## config.mk

```make
export PLATFORM = sky130hd
export DESIGN_NAME = bsc_top
export DESIGN_NICKNAME = d
export VERILOG_FILES = /design/src/bsc_pkg.sv /design/src/bsc_reg_if.sv /design/src/bsc_sync.sv /design/src/bsc_apb.sv /design/src/bsc_top.sv
export VERILOG_INCLUDE_DIRS = /design/src /design/src/src
export SDC_FILE = /design/constraint.sdc
export NUM_CORES = 1
export LEC_CHECK = 0
export BUFFER_PORTS_ARGS = -buffer_cell sky130_fd_sc_hd__buf_2
export CAP_MARGIN = 20
export CORE_MARGIN = 1.5
export CORE_UTILIZATION = 41
export DETAILED_ROUTE_END_ITERATION = 10
export MAX_ROUTING_LAYER = met4
export PLACE_DENSITY = 0.73
export SYNTH_ARGS = -nofsm -noshare
export SYNTH_HDL_FRONTEND = slang
export SYNTH_SLANG_ARGS = --single-unit
```

## constraint.sdc

```tcl
create_clock -name clk_sys -period 1.9 [get_ports clk_sys]
set_input_delay 0.095 -clock clk_sys [delete_from_list [all_inputs] [get_ports clk_sys]]
set_output_delay 0.095 -clock clk_sys [all_outputs]
set_load 0.1 [all_outputs]
```

## src/bsc_params.svh

```systemverilog
// Constants of the bootstrap strap capture block: offsets, fields, resets.
// Assumes inclusion by the package and by every module that decodes straps.
`ifndef BSC_PARAMS_SVH
`define BSC_PARAMS_SVH

`define BSC_OFF_STRAP 8'h00
`define BSC_OFF_STAT 8'h04
`define BSC_OFF_ETH 8'h08
`define BSC_ETH_RST_INIT 2'h0
`define BSC_NPLL 3
`define BSC_STRAP_W 14
`define BSC_SYNC_W 18
`define BSC_F_DSU 8
`define BSC_F_MW 9
`define BSC_F_PR 10
`define BSC_F_CS 11
`define BSC_F_IL 12
`define BSC_F_HALT 13
`define BSC_F_EXT 14
`define BSC_F_LOCK 15
`define BSC_ETHERNET_DEBUG_LINK_OFF 4'hF

`endif

```

## src/bsc_pkg.sv

```systemverilog
// Types shared by the bootstrap strap capture modules.
// Assumes the constants header is on the include path.
`include "bsc_params.svh"

package bsc_pkg;

    typedef enum logic {
        BSC_RST_HOLD,
        BSC_RST_RUN
    } bsc_rst_e;

    typedef enum logic [1:0] {
        BSC_DINT_ACK,
        BSC_DINT_EXT,
        BSC_DINT_TC_ALL,
        BSC_DINT_TC_FLAG
    } bsc_dint_e;

    typedef struct packed {
        bsc_rst_e st;
        logic [`BSC_STRAP_W-1:0] strap;
        logic [1:0] eth_rst;
        logic [1:0] ethernet_debug_link_dis;
    } bsc_core_s;

    typedef struct packed {
        logic [31:0] prdata;
        logic pslverr;
    } bsc_apb_s;

endpackage

```

## src/bsc_reg_if.sv

```systemverilog
// Register access carrier between the APB slave and the strap core.
// Assumes one clock domain; strobes last one cycle.
`timescale 1ns/1ns

interface bsc_reg_if;
    logic wr;
    logic rd;
    logic [7:0] addr;
    logic [31:0] wdata;
    logic [31:0] rdata;
    logic hit;

    modport apb (output wr, output rd, output addr, output wdata, input rdata, input hit);
    modport core (input wr, input rd, input addr, input wdata, output rdata, output hit);
endinterface

```

## src/bsc_sync.sv

```systemverilog
// Two-stage synchroniser for strap, lock and reset pins.
// Assumes inputs are quasi-static levels from outside the clock domain.
`timescale 1ns/1ns

module bsc_sync
    import bsc_pkg::*;
#(
    parameter int W = `BSC_SYNC_W
) (
    input wire logic clk_sys,
    input wire logic rstn,
    input wire logic [W-1:0] din,
    output logic [W-1:0] dout
);
    typedef struct packed {
        logic [W-1:0] s1;
        logic [W-1:0] s2;
    } bsc_sync_s;

    bsc_sync_s q, d;

    always_comb begin
        d = q;
        d.s1 = din;
        d.s2 = q.s1;
    end

    always_ff @(posedge clk_sys or negedge rstn) begin
        if (!rstn) begin
            q <= '0;
        end else begin
            q <= d;
        end
    end

    assign dout = q.s2;
endmodule

```

## src/bsc_apb.sv

```systemverilog
// APB slave front end: zero wait states, read data registered in setup.
// Assumes the core answers rdata and hit combinationally from addr.
`timescale 1ns/1ns

module bsc_apb
    import bsc_pkg::*;
(
    input wire logic clk_sys,
    input wire logic rstn,
    input wire logic psel,
    input wire logic penable,
    input wire logic pwrite,
    input wire logic [31:0] paddr,
    input wire logic [31:0] pwdata,
    output logic [31:0] prdata,
    output logic pready,
    output logic pslverr,
    bsc_reg_if.apb rif
);
    bsc_apb_s q, d;
    logic setup;

    assign setup = psel && !penable;
    assign rif.addr = paddr[7:0];
    assign rif.wdata = pwdata;
    // Writes act only at the completing edge of the access phase.
    assign rif.wr = psel && penable && pwrite && rif.hit && (paddr[31:8] == 24'h000000);
    assign rif.rd = setup && !pwrite;

    always_comb begin
        d = q;
        if (setup) begin
            d.pslverr = !rif.hit || (paddr[31:8] != 24'h000000) || (paddr[1:0] != 2'h0);
            // A refused read must not leak a register word through a matching low byte.
            d.prdata = (!pwrite && !d.pslverr) ? rif.rdata : 32'h00000000;
        end
    end

    always_ff @(posedge clk_sys or negedge rstn) begin
        if (!rstn) begin
            q <= '0;
        end else begin
            q <= d;
        end
    end

    assign prdata = q.prdata;
    assign pslverr = q.pslverr && psel && penable;
    assign pready = 1'b1;
endmodule

```

## src/bsc_top.sv

```systemverilog
// Bootstrap strap capture: on-chip reset release, strap latching, decode.
// Assumes strap, lock and reset pins are asynchronous; APB on clk_sys.
`timescale 1ns/1ns

// Behaviour
// - Latch all straps when system reset releases.
// - Release reset after external reset and PLL lock.
// - Peripherals use latched straps, not live pins, except the debug halt and the PLL gate, which follow the live halt and ignore-lock pins.
// - Debug strap high clocks debug unit and bus.
// - Debug strap low disables debug links, Ethernet clocks.
// - Halt request with debug strap halts processors.
// - Without debug strap, halt sets watchdog, first start.
// - Width strap selects 64 or 32 data bits.
// - Narrow memory gives upper pins PCI or Ethernet.
// - Clock strap picks system or external memory clock.
// - Straps form debug link address low nibbles.
// - Straps 3:0 all ones disable debug link 0.
// - Straps 7:4 all ones disable debug link 1.
// - Straps 0 and 1 drive time controller inputs.
// - Mode 00 acknowledged, 01 extended interrupts.
// - Modes 10 and 11 disable distributed interrupts.
// - Ignore-lock strap ungates PLLs, drops lock from reset.
module bsc_top
    import bsc_pkg::*;
(
    input wire logic clk_sys,
    input wire logic rstn,
    input wire logic psel,
    input wire logic penable,
    input wire logic pwrite,
    input wire logic [31:0] paddr,
    input wire logic [31:0] pwdata,
    output logic [31:0] prdata,
    output logic pready,
    output logic pslverr,
    input wire logic [7:0] gpio_strap,
    input wire logic debug_unit_enable_strap,
    input wire logic halt_request,
    input wire logic mem_width_strap,
    input wire logic pin_reuse_strap,
    input wire logic memory_clock_source_strap,
    input wire logic ignore_lock_strap,
    input wire logic external_system_reset_n,
    input wire logic [`BSC_NPLL-1:0] pll_lock,
    output logic sys_rst_n,
    output logic pll_gate_open,
    output logic debug_unit_clk_en,
    output logic debug_bus_clk_en,
    output logic [1:0] eth_clk_en,
    output logic [1:0] ethernet_debug_link_en,
    output logic [3:0] ethernet_debug_link_nibble0,
    output logic [3:0] ethernet_debug_link_nibble1,
    output logic cpu_debug_halt,
    output logic wdog_enable,
    output logic cpu0_start,
    output logic mem_data_64,
    output logic upper_pins_pci,
    output logic upper_pins_eth1,
    output logic mem_clk_external,
    output logic tdc_set_elapsed,
    output logic tdc_incr_elapsed,
    output logic dint_enable,
    output logic dint_ext_mode,
    output logic dint_tc_all,
    output logic dint_tc_flag_filter
);
    // ------------------------------------------------------------
    // Pin synchronisation
    // ------------------------------------------------------------
    logic [`BSC_SYNC_W-1:0] pins_raw;
    logic [`BSC_SYNC_W-1:0] pins_s;
    logic [`BSC_STRAP_W-1:0] strap_s;
    logic ext_ok;
    logic lock_ok;
    logic il_s;
    logic halt_s;

    assign pins_raw = {pll_lock, external_system_reset_n, halt_request, ignore_lock_strap,
                       memory_clock_source_strap, pin_reuse_strap, mem_width_strap,
                       debug_unit_enable_strap, gpio_strap};

    bsc_sync #(.W(`BSC_SYNC_W)) u_sync (
        .clk_sys(clk_sys),
        .rstn(rstn),
        .din(pins_raw),
        .dout(pins_s)
    );

    assign strap_s = pins_s[`BSC_STRAP_W-1:0];
    assign ext_ok = pins_s[`BSC_F_EXT];
    assign il_s = pins_s[`BSC_F_IL];
    assign halt_s = pins_s[`BSC_F_HALT];
    // With the ignore-lock strap set, lock leaves reset generation entirely.
    assign lock_ok = (&pins_s[`BSC_F_LOCK +: `BSC_NPLL]) || il_s;
    assign pll_gate_open = lock_ok;

    // ------------------------------------------------------------
    // Register bus
    // ------------------------------------------------------------
    bsc_reg_if rif ();

    bsc_apb u_apb (
        .clk_sys(clk_sys),
        .rstn(rstn),
        .psel(psel),
        .penable(penable),
        .pwrite(pwrite),
        .paddr(paddr),
        .pwdata(pwdata),
        .prdata(prdata),
        .pready(pready),
        .pslverr(pslverr),
        .rif(rif.apb)
    );

    // ------------------------------------------------------------
    // Decode helpers
    // ------------------------------------------------------------
    function automatic bsc_dint_e dint_mode(input logic [1:0] code);
        case (code)
            2'h0: dint_mode = BSC_DINT_ACK;
            2'h1: dint_mode = BSC_DINT_EXT;
            2'h2: dint_mode = BSC_DINT_TC_ALL;
            default: dint_mode = BSC_DINT_TC_FLAG;
        endcase
    endfunction

    function automatic logic ethernet_debug_link_off(input logic [`BSC_STRAP_W-1:0] s, input int i);
        ethernet_debug_link_off = (s[4*i +: 4] == `BSC_ETHERNET_DEBUG_LINK_OFF);
    endfunction

    // ------------------------------------------------------------
    // Core state
    // ------------------------------------------------------------
    bsc_core_s q, d;
    logic rel;
    logic debug_support_unit;
    bsc_dint_e mode;

    always_comb begin
        d = q;
        case (q.st)
            BSC_RST_HOLD: begin
                // Straps are sampled on the very cycle the reset is let go.
                if (ext_ok && lock_ok) begin
                    d.st = BSC_RST_RUN;
                    d.strap = strap_s;
                end
            end
            BSC_RST_RUN: begin
                // Latched straps are left alone while running.
                if (!ext_ok || !lock_ok) begin
                    d.st = BSC_RST_HOLD;
                end
            end
            default: begin
                d.st = BSC_RST_HOLD;
            end
        endcase
        if (rif.wr && rif.addr == `BSC_OFF_ETH) begin
            d.eth_rst = rif.wdata[1:0];
        end
        for (int i = 0; i < 2; i++) begin
            // Disable code is judged from the latched copy when a controller
            // leaves reset, so later pin reuse cannot change it.
            if ((q.eth_rst[i] || q.st == BSC_RST_HOLD) && !d.eth_rst[i] && d.st == BSC_RST_RUN) begin
                d.ethernet_debug_link_dis[i] = ethernet_debug_link_off(d.strap, i);
            end
        end
    end

    always_ff @(posedge clk_sys or negedge rstn) begin
        if (!rstn) begin
            q <= '{st: BSC_RST_HOLD, strap: '0, eth_rst: `BSC_ETH_RST_INIT, ethernet_debug_link_dis: 2'h0};
        end else begin
            q <= d;
        end
    end

    assign rel = (q.st == BSC_RST_RUN);
    assign sys_rst_n = rel;
    assign debug_support_unit = q.strap[`BSC_F_DSU];
    assign mode = dint_mode(q.strap[7:6]);

    // ------------------------------------------------------------
    // Register read mux
    // ------------------------------------------------------------
    always_comb begin
        rif.hit = 1'b1;
        case (rif.addr)
            `BSC_OFF_STRAP: rif.rdata = {18'h00000, q.strap};
            `BSC_OFF_STAT: rif.rdata = {26'h0000000, halt_s, lock_ok, ext_ok, il_s, 1'b0, rel};
            `BSC_OFF_ETH: rif.rdata = {28'h0000000, q.ethernet_debug_link_dis, q.eth_rst};
            default: begin
                rif.rdata = 32'h00000000;
                rif.hit = 1'b0;
            end
        endcase
        // Read data stays quiet outside read setup cycles, so no stale word reaches the bus.
        if (!rif.rd) begin
            rif.rdata = 32'h00000000;
        end
    end

    // ------------------------------------------------------------
    // Configuration outputs, from the latched copy except cpu_debug_halt, which follows the synchronised halt_s
    // ------------------------------------------------------------
    assign debug_unit_clk_en = rel && debug_support_unit;
    assign debug_bus_clk_en = rel && debug_support_unit;

    genvar g;
    generate
        for (g = 0; g < 2; g++) begin : g_eth
            assign eth_clk_en[g] = rel && debug_support_unit && !q.eth_rst[g];
            assign ethernet_debug_link_en[g] = eth_clk_en[g] && !q.ethernet_debug_link_dis[g];
        end
    endgenerate

    assign ethernet_debug_link_nibble0 = {q.strap[3:2], q.strap[1:0]};
    assign ethernet_debug_link_nibble1 = {q.strap[5:4], q.strap[1:0]};

    assign cpu_debug_halt = rel && debug_support_unit && halt_s;
    // Halt level is held with the straps so the watchdog bit is steady.
    assign wdog_enable = rel && !debug_support_unit && q.strap[`BSC_F_HALT];
    assign cpu0_start = rel && (debug_support_unit || q.strap[`BSC_F_HALT]);

    assign mem_data_64 = !q.strap[`BSC_F_MW];
    assign upper_pins_pci = q.strap[`BSC_F_MW] && q.strap[`BSC_F_PR];
    assign upper_pins_eth1 = q.strap[`BSC_F_MW] && !q.strap[`BSC_F_PR];
    assign mem_clk_external = q.strap[`BSC_F_CS];

    assign tdc_set_elapsed = q.strap[0];
    assign tdc_incr_elapsed = q.strap[1];

    assign dint_enable = (mode == BSC_DINT_ACK) || (mode == BSC_DINT_EXT);
    assign dint_ext_mode = (mode == BSC_DINT_EXT);
    assign dint_tc_all = (mode == BSC_DINT_TC_ALL);
    assign dint_tc_flag_filter = (mode == BSC_DINT_TC_FLAG);
endmodule

```

==> flow_summary_export.csv, run 1 <==
group,metric,value,unit
clocking,cts_buffers,9,
power,peakVddDrop,0.476,mV
power,pwr-share-clk,31.5,%
timing,rsz0062_at_grt,"false",
power,p_int,2610,uW
min_path,hp-class,"input pin to flop",
final_layout,diodes,0,
die,initial_core_util,42.8,%
clocking,cts_tree,"built",
critical_path,timing.rr.start,"u_sync.dout[12]$_DFF_PN0_",
timing,slew_viol_final,0,
critical_path,endpoint_kind,"primary output",
final_layout,layoutNonFillerInstCount,439,
clocking,clk_latency,0.34,ns
route,viasPerCell,4.51,
clocking,cts_resized,0,
timing,fin_skew,0.00850,ns
route,antenna_left,0,
timing,hold_violations,0,
power,swShare,39.0,%
route,drt_wl_total,5800,um
critical_path,start_kind,"flop",
critical_path,crit_chain,"nand2_2 -> nor3_4 -> buf_2",
route,drt_iter0_markers,84,
min_path,min_from,"paddr[2]",
timing,max_freq,543,MHz
final_layout,fin_nets,425,
timing,hold_ws,0.116,ns
critical_path,crit_type,"flop to primary output",
synthesis,synth-seq-area-share,59.9,%
timing,fin_crit_sh,97.0,%
global_route,grt_max_degree,71,
place,finalWeightedCongestion,0.792,
timing,worstMarginPinSlew,0.511,ns
synthesis,syn_inst,232,
die,die-height,87.4,um
critical_path,path_delay_family,"flip-flops",
synthesis,synth_cell_type_count,31,
final_layout,drive_gt1_share,44.9,%
die,die-area,7640,um2
route,dr.pass1.iters,4,
critical_path,slowest_stage,"dfrtp_1",
power,p_seq_share,39.5,%
power,p_leak,0.00189,uW
synthesis,syn-cell-area,2920,um2
power,p_sw,1660,uW
die,coreArea,6830,um2
flow_run,max_cap_viol_count,0,
clocking,cts_max_level,3,
global_route,antenna_found_initial,0,
power,pwr-share-comb,29.0,%
clocking,clk_path_buf_depth,2,
global_route,grt_use_total,16.3,%
clocking,root_buffer,"clkbuf_8",
die,io_pins,150,
power,power_density,1120,nW/um2
critical_path,crit_fanout,6,
timing,final.setup.worst_slack,0.0570,ns
synthesis,ys_ff_latch,70,
critical_path,critPathRequiredTime,1.80,ns
global_route,overflow,0,
global_route,grt_pass1_vias,1854,
route,drc,0,
route,wl_per_cell,13.2,um
final_layout,nFillCells,616,
critical_path,path_buf_inv,1,
place,dp_slack,-0.00708,ns
place,io_buffers,100,
die,rows,30,
timing,final.min_clock_period,1.84,ns
status,outcome,"finished, final reports clean",
die,die_w,87.4,um
clocking,path_clk_slew,0.08,ns
synthesis,synth_warnings,0,
critical_path,crit_path_start,"debug_support_unit$_DFFE_PN0P_",
critical_path,slowest_delay,0.50,ns
route,vias,1980,
global_route,grt_pass1_wl,8760,um
synthesis,synth_area_per_cell,12.6,um2
place,dpl.cell_count,402,
timing,finalSetupViolations,0,
timing,slew-limit-headroom,66.2,%
final_layout,area_delta_synth_final,30.0,%
critical_path,arrival,1.75,ns
clocking,clock_sinks,70,
place,dp_hpwl,4080,um
timing repair:
| action | CTS | global route |
|---|---|---|
| hold buffers | 21 | 0 |
| setup endpoints to repair | 0 | 0 |
| buffers inserted | 0 | 0 |
| hold endpoints to repair | 90 | 0 |
cell type report:
type / instances / area (um2) / area share (%)
clock buffers: 10 / 138 / 3.62
well taps: 96 / 120 / 3.16
repair buffers: 127 / 768 / 20.2
clock inverters: 6 / 93.8 / 2.47
multi-input cells: 126 / 906 / 23.8
flip-flops and latches: 70 / 1760 / 46.2
inverters: 4 / 18.8 / 0.494
cell families (layout without fill, tap and decap cells):
| family | Yosys count | in the layout | share of synthesized area, % |
|---|---|---|---|
| mux | 26 | 26 | 9.59 |
| flops | 70 | 70 | 59.9 |
| compound gates | 23 | 23 | 5.52 |
| simple gates | 58 | 58 | 11.7 |
| other cells | 2 | 19 | 0.257 |
| buf+inv | 53 | 147 | 13.0 |
synth_stat cells:
| library cell | instances | area [um2] |
|---|---|---|
| dfrtp_1 | 70 | 1750 |
| buf_4 | 42 | 315 |
| mux2_2 | 14 | 158 |
| nand2_1 | 12 | 45.0 |
| nor2_1 | 12 | 45.0 |
| mux2i_1 | 10 | 100 |
| a22o_1 | 8 | 70.1 |
| nand4_1 | 6 | 37.5 |
| nor3_1 | 6 | 30.0 |
| nor4_2 | 5 | 62.6 |
| o21ai_0 | 5 | 25.0 |
| a21oi_1 | 4 | 20.0 |
| and3_1 | 4 | 25.0 |
| inv_1 | 4 | 15.0 |
| buf_6 | 3 | 33.8 |
| clkbuf_1 | 3 | 11.3 |
| o31ai_1 | 3 | 22.5 |
| and2_1 | 2 | 12.5 |
| and2b_1 | 2 | 15.0 |
| conb_1 | 2 | 7.51 |
| mux2_1 | 2 | 22.5 |
| nand3_1 | 2 | 10.0 |
| nor2b_1 | 2 | 12.5 |
| nor4_1 | 2 | 12.5 |
| a21o_1 | 1 | 7.51 |
| a31o_2 | 1 | 8.76 |
| buf_2 | 1 | 5.00 |
| nand2b_1 | 1 | 6.26 |
| nor2_2 | 1 | 6.26 |
| nor4_4 | 1 | 21.3 |
| o21a_1 | 1 | 7.51 |
power by group through the flow:
stage	Combinational [uW]	Sequential (uW)	Clock (uW)
global placement	1200	1720	0
detailed placement	1210	1720	0
CTS	1240	1690	1380
finish	1240	1690	1340
global route	1290	1700	1460
floorplan	985	1790	0
placed cells by master (no fill, tap or decap), types with 3 or more instances in the layout:
cell	instances
a21oi_1	4
a22o_1	8
and3_1	4
buf_2	100
buf_4	5
clkbuf_8	10
conb_1	19
dfrtp_1	69
dlygate4sd3_1	21
inv_1	3
mux2_2	14
mux2i_1	10
nand2_1	11
nand4_1	6
nor2_1	7
nor2_2	5
nor3_1	4
nor4_2	5
o21ai_0	5
o31ai_1	3
final timing paths:
path,slack [ns],to,cells after the start
hold reg to reg,0.35,u_sync.dout[15]$_DFF_PN0_,0
hold / removal,0.12,u_apb.prdata[1]$_DFFE_PN0P_,2
setup reg to reg,0.21,q[14]$_DFFE_PN0P_,5
max in group asynchronous,1.28,sys_rst_n$_DFF_PN0_,3
min in group asynchronous,0.28,u_apb.prdata[0]$_DFFE_PN0P_,3
setup / recovery,0.06,ethernet_debug_link_en[1],3
worst register-to-register path, delay by kind of cell (launching register included):
kind | cells | cell delay (ns)
multiplexers | 1 | 0.34
flip-flops | 1 | 0.42
buffers and inverters | 1 | 0.22
AND/OR/NAND/NOR | 2 | 0.46
AO/OA/AOI/OAI | 1 | 0.14
per-layer routing:
metal / wire (um) / track usage (%) / vias up
li1: - / - / 952
met1: 2460 / 18.8 / 931
met2: 2850 / 25.9 / 84
met3: 334 / 3.79 / 13
met4: 162 / 9.24 / 0
met5: 0 / - / -
state kept, by name, indices dropped and copies added (netlist names):
register / flops
debug_support_unit: 1
ethernet_debug_link_nibble0: 4
ethernet_debug_link_nibble1: 2
mem_clk_external: 1
q: 10
sys_rst_n: 1
u_apb.prdata: 14
u_apb.q: 1
u_sync.d: 18
u_sync.dout: 18
through the flow:
stage	setup TNS (ns)	utilization (%)	instance area (um2)	total power, uW
floorplan	0	-	3050	2770
global placement	0	49.2	3360	2910
detailed placement	-0.0103	49.2	3360	2930
CTS	0	55.6	3800	4320
global route	0	55.6	3800	4450
finish	0	55.6	3800	4270
No activity file was read; power rests on OpenSTA's default activity.
==> inputs of run 2 (changes only) <==
--- a/config.mk
+++ b/config.mk
@@ -6,6 +6,7 @@
 export SDC_FILE = /design/constraint.sdc
 export NUM_CORES = 1
 export LEC_CHECK = 0
+export ABC_AREA = 0
 export BUFFER_PORTS_ARGS = -buffer_cell sky130_fd_sc_hd__buf_2
 export CAP_MARGIN = 20
 export CORE_MARGIN = 1.5
@@ -13,6 +14,7 @@
 export DETAILED_ROUTE_END_ITERATION = 10
 export MAX_ROUTING_LAYER = met4
 export PLACE_DENSITY = 0.73
+export SETUP_SLACK_MARGIN = 0.4
 export SYNTH_ARGS = -nofsm -noshare
 export SYNTH_HDL_FRONTEND = slang
 export SYNTH_SLANG_ARGS = --single-unit
==> run 2 against run 1 <==
Effect of this change:
- non-clock buffer count up 7
- flip-flop and latch count unchanged
- maximum frequency grew 19%
- die area unchanged
- first-iteration DRC count shrank 61%
- largest power group unchanged
- combinational power is 7% higher
- critical endpoint is now q[0]$_DFFE_PN0P_
==> flow_summary_export.csv, run 2 (synthesized netlist as in run 1, its figures left out) <==
group,metric,value,unit
power,pwr-share-clk,29.7,%
power,p_seq_share,39.5,%
clocking,clk_path_buf_depth,2,
status,outcome,"finished, final reports clean",
timing,fin_crit_sh,81.6,%
critical_path,timing.rr.start,"sys_rst_n$_DFF_PN0_",
global_route,grt_use_total,16.4,%
route,dr.pass1.iters,4,
timing,slew_viol_final,0,
power,swShare,38.1,%
min_path,hp-class,"input pin to flop",
power,peakVddDrop,0.577,mV
global_route,grt_pass1_wl,8890,um
critical_path,crit_type,"flop to flop",
clocking,path_clk_slew,0.07,ns
die,die_w,87.4,um
timing,tns,0,ns
critical_path,start_kind,"flop",
route,wl_per_cell,13.6,um
critical_path,crit_fanout,7,
global_route,grt_max_degree,31,
min_path,min_path_cells,2,
die,die-height,87.4,um
clocking,clk_latency,0.34,ns
final_layout,area_delta_synth_final,37.6,%
critical_path,arrival,1.78,ns
clocking,cts_buffers,9,
critical_path,rrSetupSlack,0.35,ns
clocking,cts_max_level,3,
route,drt_wl_total,6080,um
clocking,clock_sinks,70,
die,initial_core_util,42.8,%
route,vias,2069,
route,drt_iter0_markers,33,
timing,final.min_clock_period,1.55,ns
clocking,cts_tree,"built",
final_layout,mostFrequentLayoutCells,"87 x buf_2, 67 x dfrtp_1, 20 x dlygate4sd3_1, 20 x buf_4, 19 x conb_1",
critical_path,critPathRequiredTime,2.13,ns
die,coreArea,6830,um2
critical_path,r2r_cells,5,
final_layout,fin_nets,432,
timing,max_freq,645,MHz
route,viasPerCell,4.64,
place,finalWeightedCongestion,0.787,
power,power,4300,uW
final_layout,drive_gt1_share,49.1,%
timing,fin_skew,0.00948,ns
die,die-area,7640,um2
min_path,min_from,"pwdata[1]",
die,rows,30,
timing,worstMarginPinSlew,0.637,ns
timing,rsz0062_at_grt,"true",
flow_run,max_cap_viol_count,0,
place,io_buffers,100,
timing,slew-limit-headroom,57.6,%
critical_path,endpoint_kind,"flop",
power,p_sw,1640,uW
global_route,overflow,0,
power,p_int,2670,uW
clocking,root_buffer,"clkbuf_8",
power,pwr-share-comb,30.8,%
place,dp_hpwl,4350,um
route,drc,0,
power,p_leak,0.00199,uW
final_layout,nFillCells,571,
critical_path,worstReg2RegEnd,"q[0]$_DFFE_PN0P_",
power,power_density,1070,nW/um2
global_route,grt_pass1_vias,1918,
min_path,whs_endpoint,"q[3]$_DFF_PN0_",
route,antenna_left,0,
die,io_pins,150,
final_layout,diodes,0,
final_layout,mostFrequentLayoutCell,"buf_2",
global_route,antenna_found_initial,0,
timing,hold_violations,0,
timing,finalSetupViolations,0,
-- run 2: changes by cell type in the layout (fill, tap and decap cells not counted), sizes merged --
cell         change
clkinvlp         -1
inv              -1
clkbuf           +2
buf              +8
dlygate4sd3      -1
-- run 2: worst max-delay path by stage --
| stage | from | end | slack (ns) |
|---|---|---|---|
| finish | sys_rst_n$_DFF_PN0_ | q[0]$_DFFE_PN0P_ | 0.35 |
| global route | sys_rst_n$_DFF_PN0_ | q[0]$_DFFE_PN0P_ | 0.28 |
| CTS | sys_rst_n$_DFF_PN0_ | ethernet_debug_link_en[1] | 0.31 |
| detailed placement | paddr[25] | q[0]$_DFFE_PN0P_ | -0.02 |
| global placement | paddr[25] | q[1]$_DFFE_PN0P_ | 0.02 |
| floorplan | sys_rst_n$_DFF_PN0_ | debug_unit_clk_en | 0.1 |
-- run 2: worst max-delay path, stage by stage (launching register included) --
cell     delay (ns)
dfrtp_4        0.54
buf_6          0.16
and2b_1        0.17
nor3_2         0.16
mux2i_2        0.11
mux2_4         0.30
-- run 2: area by class of cell --
cell class,count,area (um2),share of cell area (%)
sequential,70,1760,43.7
tap,96,120,2.99
clock buffer,12,145,3.61
inverter,4,18.8,0.467
timing repair buffer,134,877,21.8
multi-input combinational,126,1030,25.7
clock inverter,4,70.1,1.74
-- run 2: power by group through the flow --
stage	Combinational [uW]	Clock (uW)	Sequential [uW]
after floorplan	1040	0	1800
after global placement	1250	0	1720
after detailed placement	1250	0	1730
after CTS	1310	1320	1700
after global routing	1370	1370	1720
final	1330	1280	1700
-- run 2: stage by stage --
stage | hold WS (ns) | instance area [um2] | cells | worst slack (ns) | utilization (%)
2_1_floorplan | -0.201 | 3160 | 249 | 0.0986 | -
3_3_place_gp | 0.138 | 3460 | 403 | 0.0230 | 50.6
5_1_grt | -0.00210 | 4020 | 446 | 0.283 | 58.9
4_1_cts | 0.00444 | 3950 | 444 | 0.309 | 57.7
3_5_place_dp | 0.150 | 3460 | 403 | -0.0183 | 50.6
6_report | 0.00993 | 4020 | 446 | 0.350 | 58.9
-- run 2: repair_timing --
action                                  CTS  global route
setup buffers                             5             2
resized for setup                        14            15
endpoints found under the setup margin   22             9
pin swaps                                 2             5
hold buffers                             20             0
endpoints found under the hold margin    44             0
-- run 2: per-layer routing --
layer | global-route usage, % | vias to the layer above | share of wire [%]
met5 | - | - | 0
li1 | - | 964 | -
met1 | 18.2 | 1000 | 41
met4 | 7.94 | 0 | 1.8
met2 | 27.1 | 94 | 51
met3 | 4.45 | 11 | 6.4
